===== config.mk =====
export PLATFORM = sky130hd
export DESIGN_NAME = cbss_top
export DESIGN_NICKNAME = d
export VERILOG_FILES = /design/src/rtl/cbss_pkg.sv /design/src/rtl/cbss_top.sv
export SDC_FILE = /design/constraint.sdc
export NUM_CORES = 1
export LEC_CHECK = 0
export BUFFER_PORTS_ARGS = -buffer_cell sky130_fd_sc_hd__buf_2
export CORE_UTILIZATION = 48
export DETAILED_ROUTE_END_ITERATION = 10
export GPL_ROUTABILITY_DRIVEN = 0
export PLACE_DENSITY_LB_ADDON = 0.05
export SLEW_MARGIN = 30
export SYNTH_ARGS = -nofsm -noshare
export SYNTH_HDL_FRONTEND = slang
export SYNTH_SLANG_ARGS = --single-unit

===== constraint.sdc =====
create_clock -name clock -period 3.2 [get_ports clock]
set_clock_uncertainty 0.2 [all_clocks]
set_input_delay 0.48 -clock clock [delete_from_list [all_inputs] [get_ports clock]]
set_output_delay 0.48 -clock clock [all_outputs]
set_load 0.01 [all_outputs]

===== src/rtl/cbss_pkg.sv =====
package cbss_pkg;

    localparam logic [7:0]  CBSS_STATUS_DW_OFS = 8'h14;
    localparam logic [7:0]  CBSS_BUSNUM_DW_OFS = 8'h18;
    localparam int          CBSS_STATUS_LSB    = 16;
    localparam logic [15:0] CBSS_STATUS_RST    = 16'h0200;
    localparam logic [7:0]  CBSS_BUSNUM_RST    = 8'h00;
    localparam logic [1:0]  CBSS_DEVSEL_MEDIUM = 2'h1;
    localparam int          CBSS_BIT_PARITY    = 15;
    localparam int          CBSS_BIT_SERR      = 14;
    localparam int          CBSS_BIT_MABORT    = 13;
    localparam int          CBSS_BIT_TA_RCVD   = 12;
    localparam int          CBSS_BIT_TA_SIG    = 11;
    localparam int          CBSS_BIT_DPAR      = 8;

    typedef struct packed {
        logic        wr;
        logic        rd;
        logic [7:0]  addr;
        logic [3:0]  be;
        logic [31:0] wdata;
    } cbss_cfg_s;

    typedef struct packed {
        logic parity;
        logic mabort;
        logic ta_rcvd;
        logic ta_sig;
        logic perr;
        logic master_data;
    } cbss_evt_s;

    typedef struct packed {
        logic       valid;
        logic [7:0] bus;
        logic [7:0] cardbus_bus;
        logic [7:0] subordinate_bus;
    } cbss_fwd_s;

endpackage : cbss_pkg


===== src/rtl/cbss_top.sv =====
`timescale 1ns/10ps
module cbss_top (
    // Clock and reset
    input  wire logic               clock,
    input  wire logic               reset,
    // Configuration access
    input  wire cbss_pkg::cbss_cfg_s cfg,
    output logic [31:0]             cfg_rdata_ff,
    output logic                    cfg_rvalid_ff,
    // CardBus events and pins
    input  wire cbss_pkg::cbss_evt_s evt,
    input  wire logic               parity_resp_en,
    input  wire logic               cserr_n_in,
    output logic                    cserr_n_out_ff,
    output logic                    cserr_n_oe_ff,
    // Configuration forwarding decision
    input  wire cbss_pkg::cbss_fwd_s fwd,
    output logic                    fwd_type0_ff,
    output logic                    fwd_type1_ff,
    output logic                    upstream_hit_ff,
    output logic [7:0]              upstream_bus_number_ff
);
    import cbss_pkg::*;

    logic [15:11] sticky_ff;
    logic         dpar_ff;
    logic         serr_meta_ff;
    logic         serr_sync_ff;
    logic [4:0]   set_hi;
    logic [4:0]   clr_hi;
    logic         set_dpar;
    logic         clr_dpar;
    logic         wr_status;
    logic [15:0]  status_now;

    function automatic logic [15:0] status_word(input logic [15:11] s,
                                                input logic d);
        status_word = {s, CBSS_DEVSEL_MEDIUM, d, 8'h00};
    endfunction : status_word

    ////////////////////////////////////////////////////////////////////////
    // CSERR pin: synchronise the card's level, never drive it
    always_ff @(posedge clock or posedge reset) begin
        if (reset) begin
            serr_meta_ff <= 1'b1;
            serr_sync_ff <= 1'b1;
        end else begin
            serr_meta_ff <= cserr_n_in;
            serr_sync_ff <= serr_meta_ff;
        end
    end

    always_ff @(posedge clock or posedge reset) begin
        if (reset) begin
            cserr_n_out_ff <= 1'b1;
            cserr_n_oe_ff  <= 1'b0;
        end else begin
            cserr_n_out_ff <= 1'b1;
            cserr_n_oe_ff  <= 1'b0;
        end
    end

    ////////////////////////////////////////////////////////////////////////
    // Sticky status bits
    assign wr_status = cfg.wr && (cfg.addr[7:2] == CBSS_STATUS_DW_OFS[7:2]);
    assign set_hi = {evt.parity,
                     !serr_sync_ff,
                     evt.mabort,
                     evt.ta_rcvd,
                     evt.ta_sig};
    assign set_dpar = evt.perr && evt.master_data && parity_resp_en;
    assign clr_hi = (wr_status && cfg.be[3]) ? cfg.wdata[31:27] : 5'h00;
    assign clr_dpar = wr_status && cfg.be[3] && cfg.wdata[24];
    assign status_now = status_word(sticky_ff, dpar_ff);

    always_ff @(posedge clock or posedge reset) begin
        if (reset) begin
            sticky_ff <= CBSS_STATUS_RST[15:11];
            dpar_ff   <= CBSS_STATUS_RST[8];
        end else begin
            sticky_ff <= (sticky_ff & ~clr_hi) | set_hi;
            dpar_ff   <= (dpar_ff & ~clr_dpar) | set_dpar;
        end
    end

    ////////////////////////////////////////////////////////////////////////
    // Upstream bus number register
    always_ff @(posedge clock or posedge reset) begin
        if (reset) begin
            upstream_bus_number_ff <= CBSS_BUSNUM_RST;
        end else if (cfg.wr && cfg.be[0]
                     && cfg.addr[7:2] == CBSS_BUSNUM_DW_OFS[7:2]) begin
            upstream_bus_number_ff <= cfg.wdata[7:0];
        end
    end

    ////////////////////////////////////////////////////////////////////////
    // Read data
    always_ff @(posedge clock or posedge reset) begin
        if (reset) begin
            cfg_rdata_ff  <= 32'h0000_0000;
            cfg_rvalid_ff <= 1'b0;
        end else begin
            cfg_rvalid_ff <= cfg.rd;
            if (!cfg.rd) begin
                cfg_rdata_ff <= 32'h0000_0000;
            end else if (cfg.addr[7:2] == CBSS_STATUS_DW_OFS[7:2]) begin
                cfg_rdata_ff <= {status_now, 16'h0000};
            end else if (cfg.addr[7:2] == CBSS_BUSNUM_DW_OFS[7:2]) begin
                cfg_rdata_ff <= {8'h00, fwd.subordinate_bus,
                                 fwd.cardbus_bus, upstream_bus_number_ff};
            end else begin
                cfg_rdata_ff <= 32'h0000_0000;
            end
        end
    end

    ////////////////////////////////////////////////////////////////////////
    // Forwarding decision
    always_ff @(posedge clock or posedge reset) begin
        if (reset) begin
            fwd_type0_ff    <= 1'b0;
            fwd_type1_ff    <= 1'b0;
            upstream_hit_ff <= 1'b0;
        end else begin
            fwd_type0_ff    <= fwd.valid
                               && fwd.bus == fwd.cardbus_bus;
            fwd_type1_ff    <= fwd.valid && fwd.bus > fwd.cardbus_bus
                               && fwd.bus <= fwd.subordinate_bus;
            upstream_hit_ff <= fwd.valid
                               && fwd.bus == upstream_bus_number_ff;
        end
    end

    ////////////////////////////////////////////////////////////////////////
    // Checks
    chk_parity_sets: assert property (@(posedge clock) disable iff (reset)
        evt.parity |=> sticky_ff[15])
        else $error("parity event did not set bit 15");
    chk_serr_sets: assert property (@(posedge clock) disable iff (reset)
        !serr_sync_ff |=> sticky_ff[14])
        else $error("card system error did not set bit 14");
    chk_cserr_never: assert property (@(posedge clock) disable iff (reset)
        !cserr_n_oe_ff)
        else $error("bridge drove CSERR");
    chk_mabort_sets: assert property (@(posedge clock) disable iff (reset)
        evt.mabort |=> sticky_ff[13])
        else $error("master abort did not set bit 13");
    chk_ta_rcvd_sets: assert property (@(posedge clock) disable iff (reset)
        evt.ta_rcvd |=> sticky_ff[12])
        else $error("received target abort did not set bit 12");
    chk_ta_sig_sets: assert property (@(posedge clock) disable iff (reset)
        evt.ta_sig |=> sticky_ff[11])
        else $error("signaled target abort did not set bit 11");
    chk_status_fixed: assert property (@(posedge clock) disable iff (reset)
        cfg.rd && cfg.addr[7:2] == CBSS_STATUS_DW_OFS[7:2]
        |=> cfg_rdata_ff[26:25] == 2'b01 && cfg_rdata_ff[23:16] == 8'h00)
        else $error("fixed status bits read wrong");
    chk_dpar_gate: assert property (@(posedge clock) disable iff (reset)
        !dpar_ff && !(evt.perr && evt.master_data && parity_resp_en)
        |=> !dpar_ff)
        else $error("bit 8 set without its conditions");
    chk_busnum_write: assert property (@(posedge clock) disable iff (reset)
        cfg.wr && cfg.be[0] && cfg.addr == CBSS_BUSNUM_DW_OFS
        |=> upstream_bus_number_ff == $past(cfg.wdata[7:0]))
        else $error("upstream bus number not written");
    chk_clear_one: assert property (@(posedge clock) disable iff (reset)
        wr_status && cfg.be[3] && cfg.wdata[31] && !evt.parity
        |=> !sticky_ff[15])
        else $error("write one did not clear bit 15");
    chk_set_wins: assert property (@(posedge clock) disable iff (reset)
        clr_hi[2] && evt.mabort |=> sticky_ff[13])
        else $error("clear beat a same-cycle event");
    chk_fwd_type1: assert property (@(posedge clock) disable iff (reset)
        fwd.valid && fwd.bus > fwd.cardbus_bus
        && fwd.bus <= fwd.subordinate_bus |=> fwd_type1_ff && !fwd_type0_ff)
        else $error("subordinate range not forwarded");

endmodule : cbss_top


==> flow_metrics.tcl, run 1 <==
set metrics [dict create \
    status "finished, violations left" \
    violations "design-rule violations" \
    worst-setup-path-type "primary input to flop" \
    cts_setup_buffers 0 \
    first_pass_iters 9 \
    ys_seq_area_share_pct 55.5 \
    worst_pin_slew_ps 615 \
    routed_via_density 5.01 \
    yosysWarningCount 0 \
    num_rows 24 \
    crit_arrival_ps 2130 \
    total_power_mw 1.28 \
    cts_max_level 2 \
    p_seq_share_pct 52.4 \
    power.switching_mw 0.290 \
    synthMostInstantiatedCell "dfrtp_1" \
    grt_pass1_vias 1627 \
    core-area_um2 4470 \
    portBuffers 101 \
    synth_simple_gate_area_share_pct 15.9 \
    nets 384 \
    yosys-top-cells-count "49 x dfrtp_1, 27 x and3_1, 17 x inv_1, 16 x ha_1" \
    relSlewSlack_pct 59.0 \
    synthCells 187 \
    hold_viol 0 \
    cts-root-buf "clkbuf_8" \
    die_area_um2 5080 \
    drcViolationCount 7 \
    synth-seq-cells 51 \
    initial_utilization_pct 51.5 \
    syn_area_um2 2300 \
    drv_slew 0 \
    p_int_mw 0.986 \
    worst_path_largest_cell_delay_ps 570 \
    diodes 0 \
    rsz0062_at_grt "false" \
    grt_util_all_layers_pct 19.9 \
    gr-total-overflow 0 \
    period_share_pct 66.8 \
    synth_compound_area_share_pct 5.54 \
    die_y_um 71.3 \
    fin_tns_setup_ps 0 \
    avgSynthCellArea_um2 12.3 \
    pwr-share-comb_pct 12.1 \
    wl_mm 4.64 \
    synth_top_flop_cell "dfrtp_1" \
    synthXorXnorAreaFrac_pct 3.04 \
    rr_worst_depth 3 \
    final_cells 340 \
    seq_area_um2 1280 \
    grt_pass1_wl_mm 7.63 \
    cts_tree "built" \
    power_frac_clock_pct 35.5 \
    cp_slowest_cell "or4b_4" \
    ios 127 \
    clk_pin_slew_worst_paths_ps 80 \
    peakVddDrop_mv 0.247 \
    yosysTopAreaCell "dfrtp_1" \
    multi_input_area_um2 896 \
    via_count 1702 \
    synth_mux_area_share_pct 5.21 \
    start_kind "primary input" \
    wire_per_inst_um 13.6 \
    dpl.hpwl_mm 3.46 \
    synth_area_leaders "dfrtp_1 53%, ha_1 8.7%, and3_1 7.3%" \
    grt_max_degree 52 \
    n_fill_cell 359 \
    synthToLayoutAreaGrowth_pct 27.5 \
    crit_required_ps 3200 \
    cts_resized 0 \
    max_cap_viol_count 0 \
    endpoint_kind "flop" \
    final_util_pct 65.6 \
    antenna_found_initial 0 \
    period_minus_slack_ps 2140 \
    die_w_um 71.3 \
    power_density_nw_per_um2 435 \
    synth_top_area_share_pct 53.2 \
    async_flop_share_pct 100 \
    min_path_type "primary input to asynchronous set/reset pin" \
    synth-edff-count 0 \
    clock-sinks 51 \
    holdBufCountCts 0 \
    cellLeakagePower_nw 1.75 \
    synth_cell_type_count 32 \
    drt_iter0_drc 86 \
    fmax_mhz 468 \
    postRouteAntennaNets 0 \
    path_cells "buf_2 -> or4b_4 -> nor3b_4 -> and3_1 -> nand2_1 -> a32o_1" \
    yosys.area_share.adder_pct 8.69 \
    p_sw_share_pct 22.7 \
    layout-drive-gt1-share_pct 45.1 \
    cts_buffers 5 \
    setup_viol 0 \
    crit_fanout 8 \
    clk-insertion-delay-late_ps 300 \
    synth_top_family_by_area "simple AND/OR/NAND/NOR gates" \
    clock_path_buffers 2 \
    post-place-cells 332 \
]
-- cells in the final DEF, fill, tap and decap left out, drive strengths merged, types with 2 or more instances in the layout --
master | netlist | final
a21o | 4 | 4
a21oi | 7 | 7
and3 | 32 | 32
buf | 5 | 102
clkbuf | 5 | 6
conb | 2 | 3
dfrtp | 49 | 49
dfstp | 2 | 2
ha | 16 | 16
inv | 17 | 17
mux2 | 8 | 8
nand2 | 8 | 8
nand4 | 5 | 5
nor2b | 2 | 2
nor3 | 2 | 2
nor3b | 2 | 2
o211ai | 2 | 2
o21ai | 2 | 2
xnor2 | 7 | 7
-- state kept, by name, indices dropped and copies added (netlist names) --
name,count
upstream_bus_number_ff,8
serr_meta_ff,1
dpar_ff,1
serr_sync_ff,1
sticky_ff,5
cfg_rdata_ff,31
cfg_rvalid_ff,1
fwd_type1_ff,1
upstream_hit_ff,1
fwd_type0_ff,1
-- critical path: cells and delay by family --
kind                   cells  cell delay, ps
AOI/OAI and AO/OA          1             200
buffers and inverters      1             100
and+or+nand+nor            4            1370
-- metal layers --
layer | share of wire (%) | wire length [um] | vias up | track usage (%)
met3 | 6.6 | 306 | 10 | 5.20
met1 | 45 | 2070 | 784 | 25.7
met4 | 1.9 | 88 | 0 | 7.78
met5 | 0 | 0 | - | 0
li1 | - | - | 835 | -
met2 | 47 | 2170 | 73 | 32.2
-- worst paths after layout --
check	endpoint	slack, ps	start
worst max register to register	upstream_hit_ff	1950	upstream_bus_number_ff[1]
worst min-delay path	cfg_rvalid_ff	50	reset
worst min register to register	serr_sync_ff	160	serr_meta_ff
worst max-delay path	dpar_ff	1060	cfg[41]
max in group asynchronous	cfg_rdata_ff[22]	2330	reset
min in group clock	serr_meta_ff	70	cserr_n_in
-- logic make-up (layout without fill, tap and decap cells) --
group / Yosys count / in the layout
adders and majority gates: 16 / 16
buffers and inverters: 27 / 127
and+or+nand+nor: 56 / 56
xor gates and xnor gates: 8 / 8
muxes: 8 / 8
other: 2 / 3
AOI/OAI and AO/OA: 19 / 19
DFF: 51 / 51
-- power by group through the flow --
stage	combinational [mW]	clock, mW	sequential [mW]
6_report	0.154	0.453	0.669
5_1_grt	0.175	0.494	0.671
4_1_cts	0.156	0.472	0.669
3_5_place_dp	0.156	0	0.682
3_3_place_gp	0.152	0	0.681
2_1_floorplan	0.0814	0	0.685
-- area by class of cell --
class | instances | area share (%)
inverters | 17 | 2.26
repair buffers | 102 | 17.5
clock buffers | 6 | 2.81
flip-flops and latches | 51 | 43.5
multi-input cells | 110 | 30.5
well taps | 52 | 2.22
clock inverters | 2 | 1.19
-- stage by stage --
step	hold WS [ps]	worst slack [ps]	cell area (um2)
5_1_grt	46.3	980	2940
3_3_place_gp	148	765	2820
4_1_cts	51.0	1070	2940
6_report	55.0	1060	2940
2_1_floorplan	145	935	2310
3_5_place_dp	149	739	2820
Note: power is estimated with default switching activity, not from simulation.
==> run 2: changes to the inputs <==
ABC_AREA = 1   (was default)
CORE_UTILIZATION = 40   (was 48)
clock period = 1.7 ns   (was 3.2 ns; I/O delays follow)
==> flow_metrics.tcl, run 2 <==
set metrics [dict create \
    status "finished, final reports clean" \
    nets 480 \
    clock-sinks 51 \
    initial_utilization_pct 42.2 \
    drcViolationCount 0 \
    gr-total-overflow 0 \
    synth_area_leaders "dfrtp_1 52%, ha_1 8.5%, nand2_1 7.8%" \
    synth_top_flop_cell "dfrtp_1" \
    cts_tree "built" \
    ys_seq_area_share_pct 54.1 \
    fmax_mhz 606 \
    endpoint_kind "flop" \
    synth_cell_type_count 29 \
    routed_via_density 4.62 \
    postRouteAntennaNets 0 \
    largest_register "cfg_rdata_ff" \
    diodes 0 \
    core-area_um2 5610 \
    clk_pin_slew_worst_paths_ps 90 \
    synthToLayoutAreaGrowth_pct 45.2 \
    post-place-cells 423 \
    setup_viol 0 \
    layout-drive-gt1-share_pct 36.7 \
    period_share_pct 97.0 \
    yosysTopAreaCell "dfrtp_1" \
    wl_mm 5.51 \
    portBuffers 101 \
    p_seq_share_pct 51.2 \
    die_y_um 78.9 \
    total_power_mw 2.48 \
    yosysWarningCount 0 \
    final_util_pct 61.2 \
    dpl.hpwl_mm 4.07 \
    via_count 2108 \
    yosys-top-cells-count "49 x dfrtp_1, 49 x nand2_1, 46 x inv_1, 22 x nor3_1, 17 x nor2_1" \
    mostFrequentLayoutCells "99 x buf_2, 49 x dfrtp_1, 45 x nand2_1" \
    clock_path_buffers 2 \
    min_path_type "primary input to flop" \
    cts_max_level 2 \
    period_minus_slack_ps 1650 \
    hold_viol 0 \
    grt_util_all_layers_pct 19.5 \
    timing.final.ws_setup_ps 51.2 \
    synth-edff-count 0 \
    peakVddDrop_mv 0.454 \
    max_cap_viol_count 0 \
    layout_commonest_cell "buf_2" \
    start_kind "primary input" \
    rsz0062_at_grt "true" \
    drv_slew 0 \
    drt_iter0_drc 61 \
    synth_top_area_share_pct 51.9 \
    clk-insertion-delay-late_ps 300 \
    cts_buffers 5 \
    crit_arrival_ps 1690 \
    pwr-share-comb_pct 18.0 \
    async_flop_share_pct 100 \
    die_area_um2 6220 \
    synthCells 253 \
    whs_ps 6.07 \
    power_frac_clock_pct 30.8 \
    largest_register_ffs 31 \
    p_int_mw 1.83 \
    avgSynthCellArea_um2 9.35 \
    crit_required_ps 1740 \
    p_sw_share_pct 26.4 \
    grt_pass1_wl_mm 9.29 \
    syn_area_um2 2360 \
    cellLeakagePower_nw 1.94 \
    synth-seq-cells 51 \
    worst-setup-path-type "primary input to flop" \
    pre_cts_ws_ps 152 \
    power_density_nw_per_um2 723 \
    die_w_um 78.9 \
    grt_pass1_vias 2086 \
    reg_top3 "cfg_rdata_ff: 31 flops, upstream_bus_number_ff: 8 flops, sticky_ff: 5 flops" \
    num_rows 27 \
    n_fill_cell 527 \
    cts-root-buf "clkbuf_8" \
    antenna_found_initial 0 \
    ios 127 \
    grt_max_degree 27 \
    cts_setup_buffers 0 \
    power.switching_mw 0.657 \
    first_pass_iters 4 \
    wire_per_inst_um 12.1 \
    final_cells 456 \
    crit_fanout 2 \
]
run 2: changes by cell type in the layout (fill, tap and decap cells not counted), sizes merged, moves of 8 or more:
cell | previous run | this run
and3 | 32 | 0
dlygate4sd3 | 0 | 27
inv | 17 | 46
mux2 | 8 | 0
nand2 | 8 | 49
nor2 | 1 | 19
nor3 | 2 | 22
run 2: worst paths after layout:
path | depth (start not counted) | from | end | slack [ps]
worst max-delay path | 10 | fwd[7] | fwd_type1_ff | 50
min in group asynchronous | 3 | reset | sticky_ff[11] | 270
worst min-delay path | 3 | fwd[14] | cfg_rdata_ff[14] | 6
worst max register to register | 5 | upstream_bus_number_ff[4] | upstream_hit_ff | 520
worst min register to register | 0 | serr_meta_ff | serr_sync_ff | 160
max in group asynchronous | 4 | reset | upstream_bus_number_ff[2] | 560
run 2: cell type report:
class | instances | area (um2) | area share [%]
clock buffer | 7 | 96.3 | 2.81
inverter | 47 | 183 | 5.32
sequential | 51 | 1280 | 37.2
timing repair buffer | 130 | 808 | 23.5
multi-input combinational | 148 | 971 | 28.3
clock inverter | 1 | 7.51 | 0.219
tap | 72 | 90.1 | 2.62
run 2: metrics by stage:
| step | instance area, um2 | setup TNS [ps] |
|---|---|---|
| floorplan | 2370 | 0 |
| global placement | 2960 | 0 |
| detailed placement | 2960 | 0 |
| CTS | 3330 | 0 |
| global route | 3430 | -195 |
| finish | 3430 | 0 |
run 2: worst max-delay path, cell delays in order:
cell           delay [ps]
dlygate4sd3_1         520
buf_2                  90
inv_1                  60
ha_4                  270
nand2_2                70
nor2_4                100
nand3_2                70
nor2_2                120
a21oi_2                40
nor2_1                 90
run 2: metal layers:
metal	GRT usage, %	share of wire, %	vias up
met2	33.0	48	74
met5	0	0	-
li1	-	-	1052
met3	4.71	6.8	9
met1	24.7	43	973
met4	6.18	1.7	0
run 2: repair_timing:
action,CTS,global route
hold endpoints to repair,38,0
endpoints found under the setup margin,0,20
hold buffers,27,0
resized for setup,0,23
run 2: logic make-up after synthesis:
logic type,count (synthesis),share of synthesized area (%)
other,2,0.318
DFF,51,54.1
and+or+nand+nor,104,21.2
xor gates and xnor gates,3,1.11
AOI/OAI and AO/OA,22,5.13
buffers and inverters,55,9.74
adders and majority gates,16,8.47
run 2: power by group through the flow:
| stage | clock, mW | sequential [mW] | combinational [mW] |
|---|---|---|---|
| 2_1_floorplan | 0 | 1.31 | 0.190 |
| 3_3_place_gp | 0 | 1.30 | 0.357 |
| 3_5_place_dp | 0 | 1.30 | 0.364 |
| 4_1_cts | 0.793 | 1.27 | 0.413 |
| 5_1_grt | 0.840 | 1.28 | 0.510 |
| 6_report | 0.764 | 1.27 | 0.447 |
==> run 3: changes to the inputs <==
CELL_PAD_IN_SITES_DETAIL_PLACEMENT = 0   (was default)
CELL_PAD_IN_SITES_GLOBAL_PLACEMENT = 1   (was default)
CORE_UTILIZATION = 29   (was 40)
==> flow_metrics.tcl, run 3 (synthesis gave the netlist of run 2 again) <==
set metrics [dict create \
    start_kind "primary input" \
    antenna_found_initial 0 \
    p_sw_share_pct 27.7 \
    drcViolationCount 0 \
    die_w_um 92.3 \
    worst-setup-path-type "primary input to flop" \
    hold_end "cfg_rdata_ff[11]" \
    status "finished, final reports clean" \
    cts_tree "built" \
    hold_viol 0 \
    worst_path_largest_cell_delay_ps 530 \
    wl_mm 6.02 \
    pwr-share-comb_pct 18.5 \
    fin_tns_setup_ps 0 \
    total_power_mw 2.41 \
    power_frac_clock_pct 28.8 \
    seq_area_um2 1280 \
    period_share_pct 95.0 \
    holdPathStages 3 \
    clk_pin_slew_worst_paths_ps 90 \
    cts-root-buf "clkbuf_8" \
    core-area_um2 7810 \
    fmax_mhz 619 \
    first_pass_iters 4 \
    min_from "fwd[11]" \
    layout-drive-gt1-share_pct 36.8 \
    peakVddDrop_mv 0.359 \
    grt_pass1_wl_mm 9.98 \
    dpl.hpwl_mm 4.56 \
    largest_register "cfg_rdata_ff" \
    whs_ps 13.2 \
    min_path_type "primary input to flop" \
    multi_input_area_um2 958 \
    grt_max_degree 22 \
    mostFrequentLayoutCells "99 x buf_2, 49 x dfrtp_1, 45 x nand2_1" \
    postRouteAntennaNets 0 \
    dpl_cell_area_um2 3010 \
    gr-total-overflow 0 \
    crit_required_ps 1740 \
    power.switching_mw 0.667 \
    die_area_um2 8520 \
    r2r_start "upstream_bus_number_ff[4]" \
    drv_slew 0 \
    worst-path-buf-inv 3 \
    layout_commonest_cell "buf_2" \
    ios 127 \
    cts_max_level 2 \
    path_cells "dlygate4sd3_1 -> buf_2 -> inv_2 -> ha_4 -> nand2_2 -> o21a_1 -> nand2_1 -> nand2_1 -> nor2_1" \
    timing.final.ws_setup_ps 85.6 \
    cp_slowest_cell "dlygate4sd3_1" \
    wire_per_inst_um 12.3 \
    r2r_end "upstream_hit_ff" \
    cellLeakagePower_nw 1.95 \
    num_rows 32 \
    rr_worst_depth 5 \
    period_minus_slack_ps 1610 \
    drt_iter0_drc 92 \
    power_density_nw_per_um2 696 \
    via_count 2064 \
    p_seq_share_pct 52.7 \
    grt_pass1_vias 2067 \
    clock_path_buffers 2 \
    routed_via_density 4.20 \
    grt_util_all_layers_pct 15.2 \
    crit_arrival_ps 1650 \
    cts_buffers 5 \
    largest_register_ffs 31 \
    diodes 0 \
    cp_top_family "buffers and inverters" \
    endpoint_kind "flop" \
    p_int_mw 1.74 \
    die_y_um 92.3 \
    reg_top3 "cfg_rdata_ff: 31 flops, upstream_bus_number_ff: 8 flops, sticky_ff: 5 flops" \
    critPathMostFrequentCell "nand2_1" \
    synthToLayoutAreaGrowth_pct 46.4 \
    crit_fanout 2 \
    pre_cts_ws_ps 183 \
    clk-insertion-delay-late_ps 300 \
    final_area_um2 3460 \
    setup_viol 0 \
    reg2reg_setup_slack_ps 530 \
    n_fill_cell 802 \
    portBuffers 101 \
    nets 485 \
    max_cap_viol_count 0 \
    clock-sinks 51 \
    initial_utilization_pct 30.3 \
]
-- run 3: worst reg2reg max path: stages (launching register included) --
cell and delay [ps]:
dfrtp_1 390, inv_1 120, o22ai_1 100, a21oi_1 130, nand3_1 90, nor2_1 90
-- run 3: worst max path at each step --
stage          startpoint         endpoint  slack (ps)  cells past startpoint
5_1_grt            fwd[9]     fwd_type1_ff          -6                     12
3_5_place_dp      fwd[23]     fwd_type1_ff         180                      8
2_1_floorplan       reset  cfg_rdata_ff[0]          20                      1
4_1_cts           fwd[14]     fwd_type1_ff         0.9                     10
3_3_place_gp      fwd[23]     fwd_type1_ff         210                      8
6_report          fwd[14]     fwd_type1_ff          90                      9
-- run 3: routing by layer --
layer / vias to the layer above / share of wire, % / track usage [%]
met1: 938 / 48 / 20.3
met5: - / 0 / 0
met2: 59 / 46 / 24.9
met4: 0 / 1.0 / 3.91
met3: 5 / 5.0 / 3.04
li1: 1062 / - / -
-- run 3: area by class of cell --
class | instances | share of cell area, %
clock inverter | 2 | 0.361
inverter | 47 | 5.17
sequential | 51 | 36.9
clock buffer | 6 | 2.10
tap | 102 | 3.69
multi-input combinational | 148 | 27.7
timing repair buffer | 135 | 24.1
-- run 3: repair_timing --
item / 4_1_cts / 5_1_grt
hold endpoints to repair: 39 / 0
setup buffers: 0 / 1
hold buffers: 27 / 0
resized for setup: 0 / 21
setup endpoints to repair: 0 / 1
-- run 3: power groups by stage --
stage	registers (mW)	clock network, mW	logic (mW)
after CTS	1.27	0.730	0.422
final	1.27	0.694	0.446
after global routing	1.28	0.771	0.514
after global placement	1.29	0	0.370
after floorplan	1.31	0	0.190
after detailed placement	1.30	0	0.372
-- run 3: per-stage QoR --
| stage | utilization (%) | std cells |
|---|---|---|
| finish | 44.3 | 491 |
| global placement | 38.6 | 457 |
| CTS | 43.1 | 492 |
| detailed placement | 38.6 | 457 |
| global route | 44.3 | 491 |
| floorplan | - | 254 |
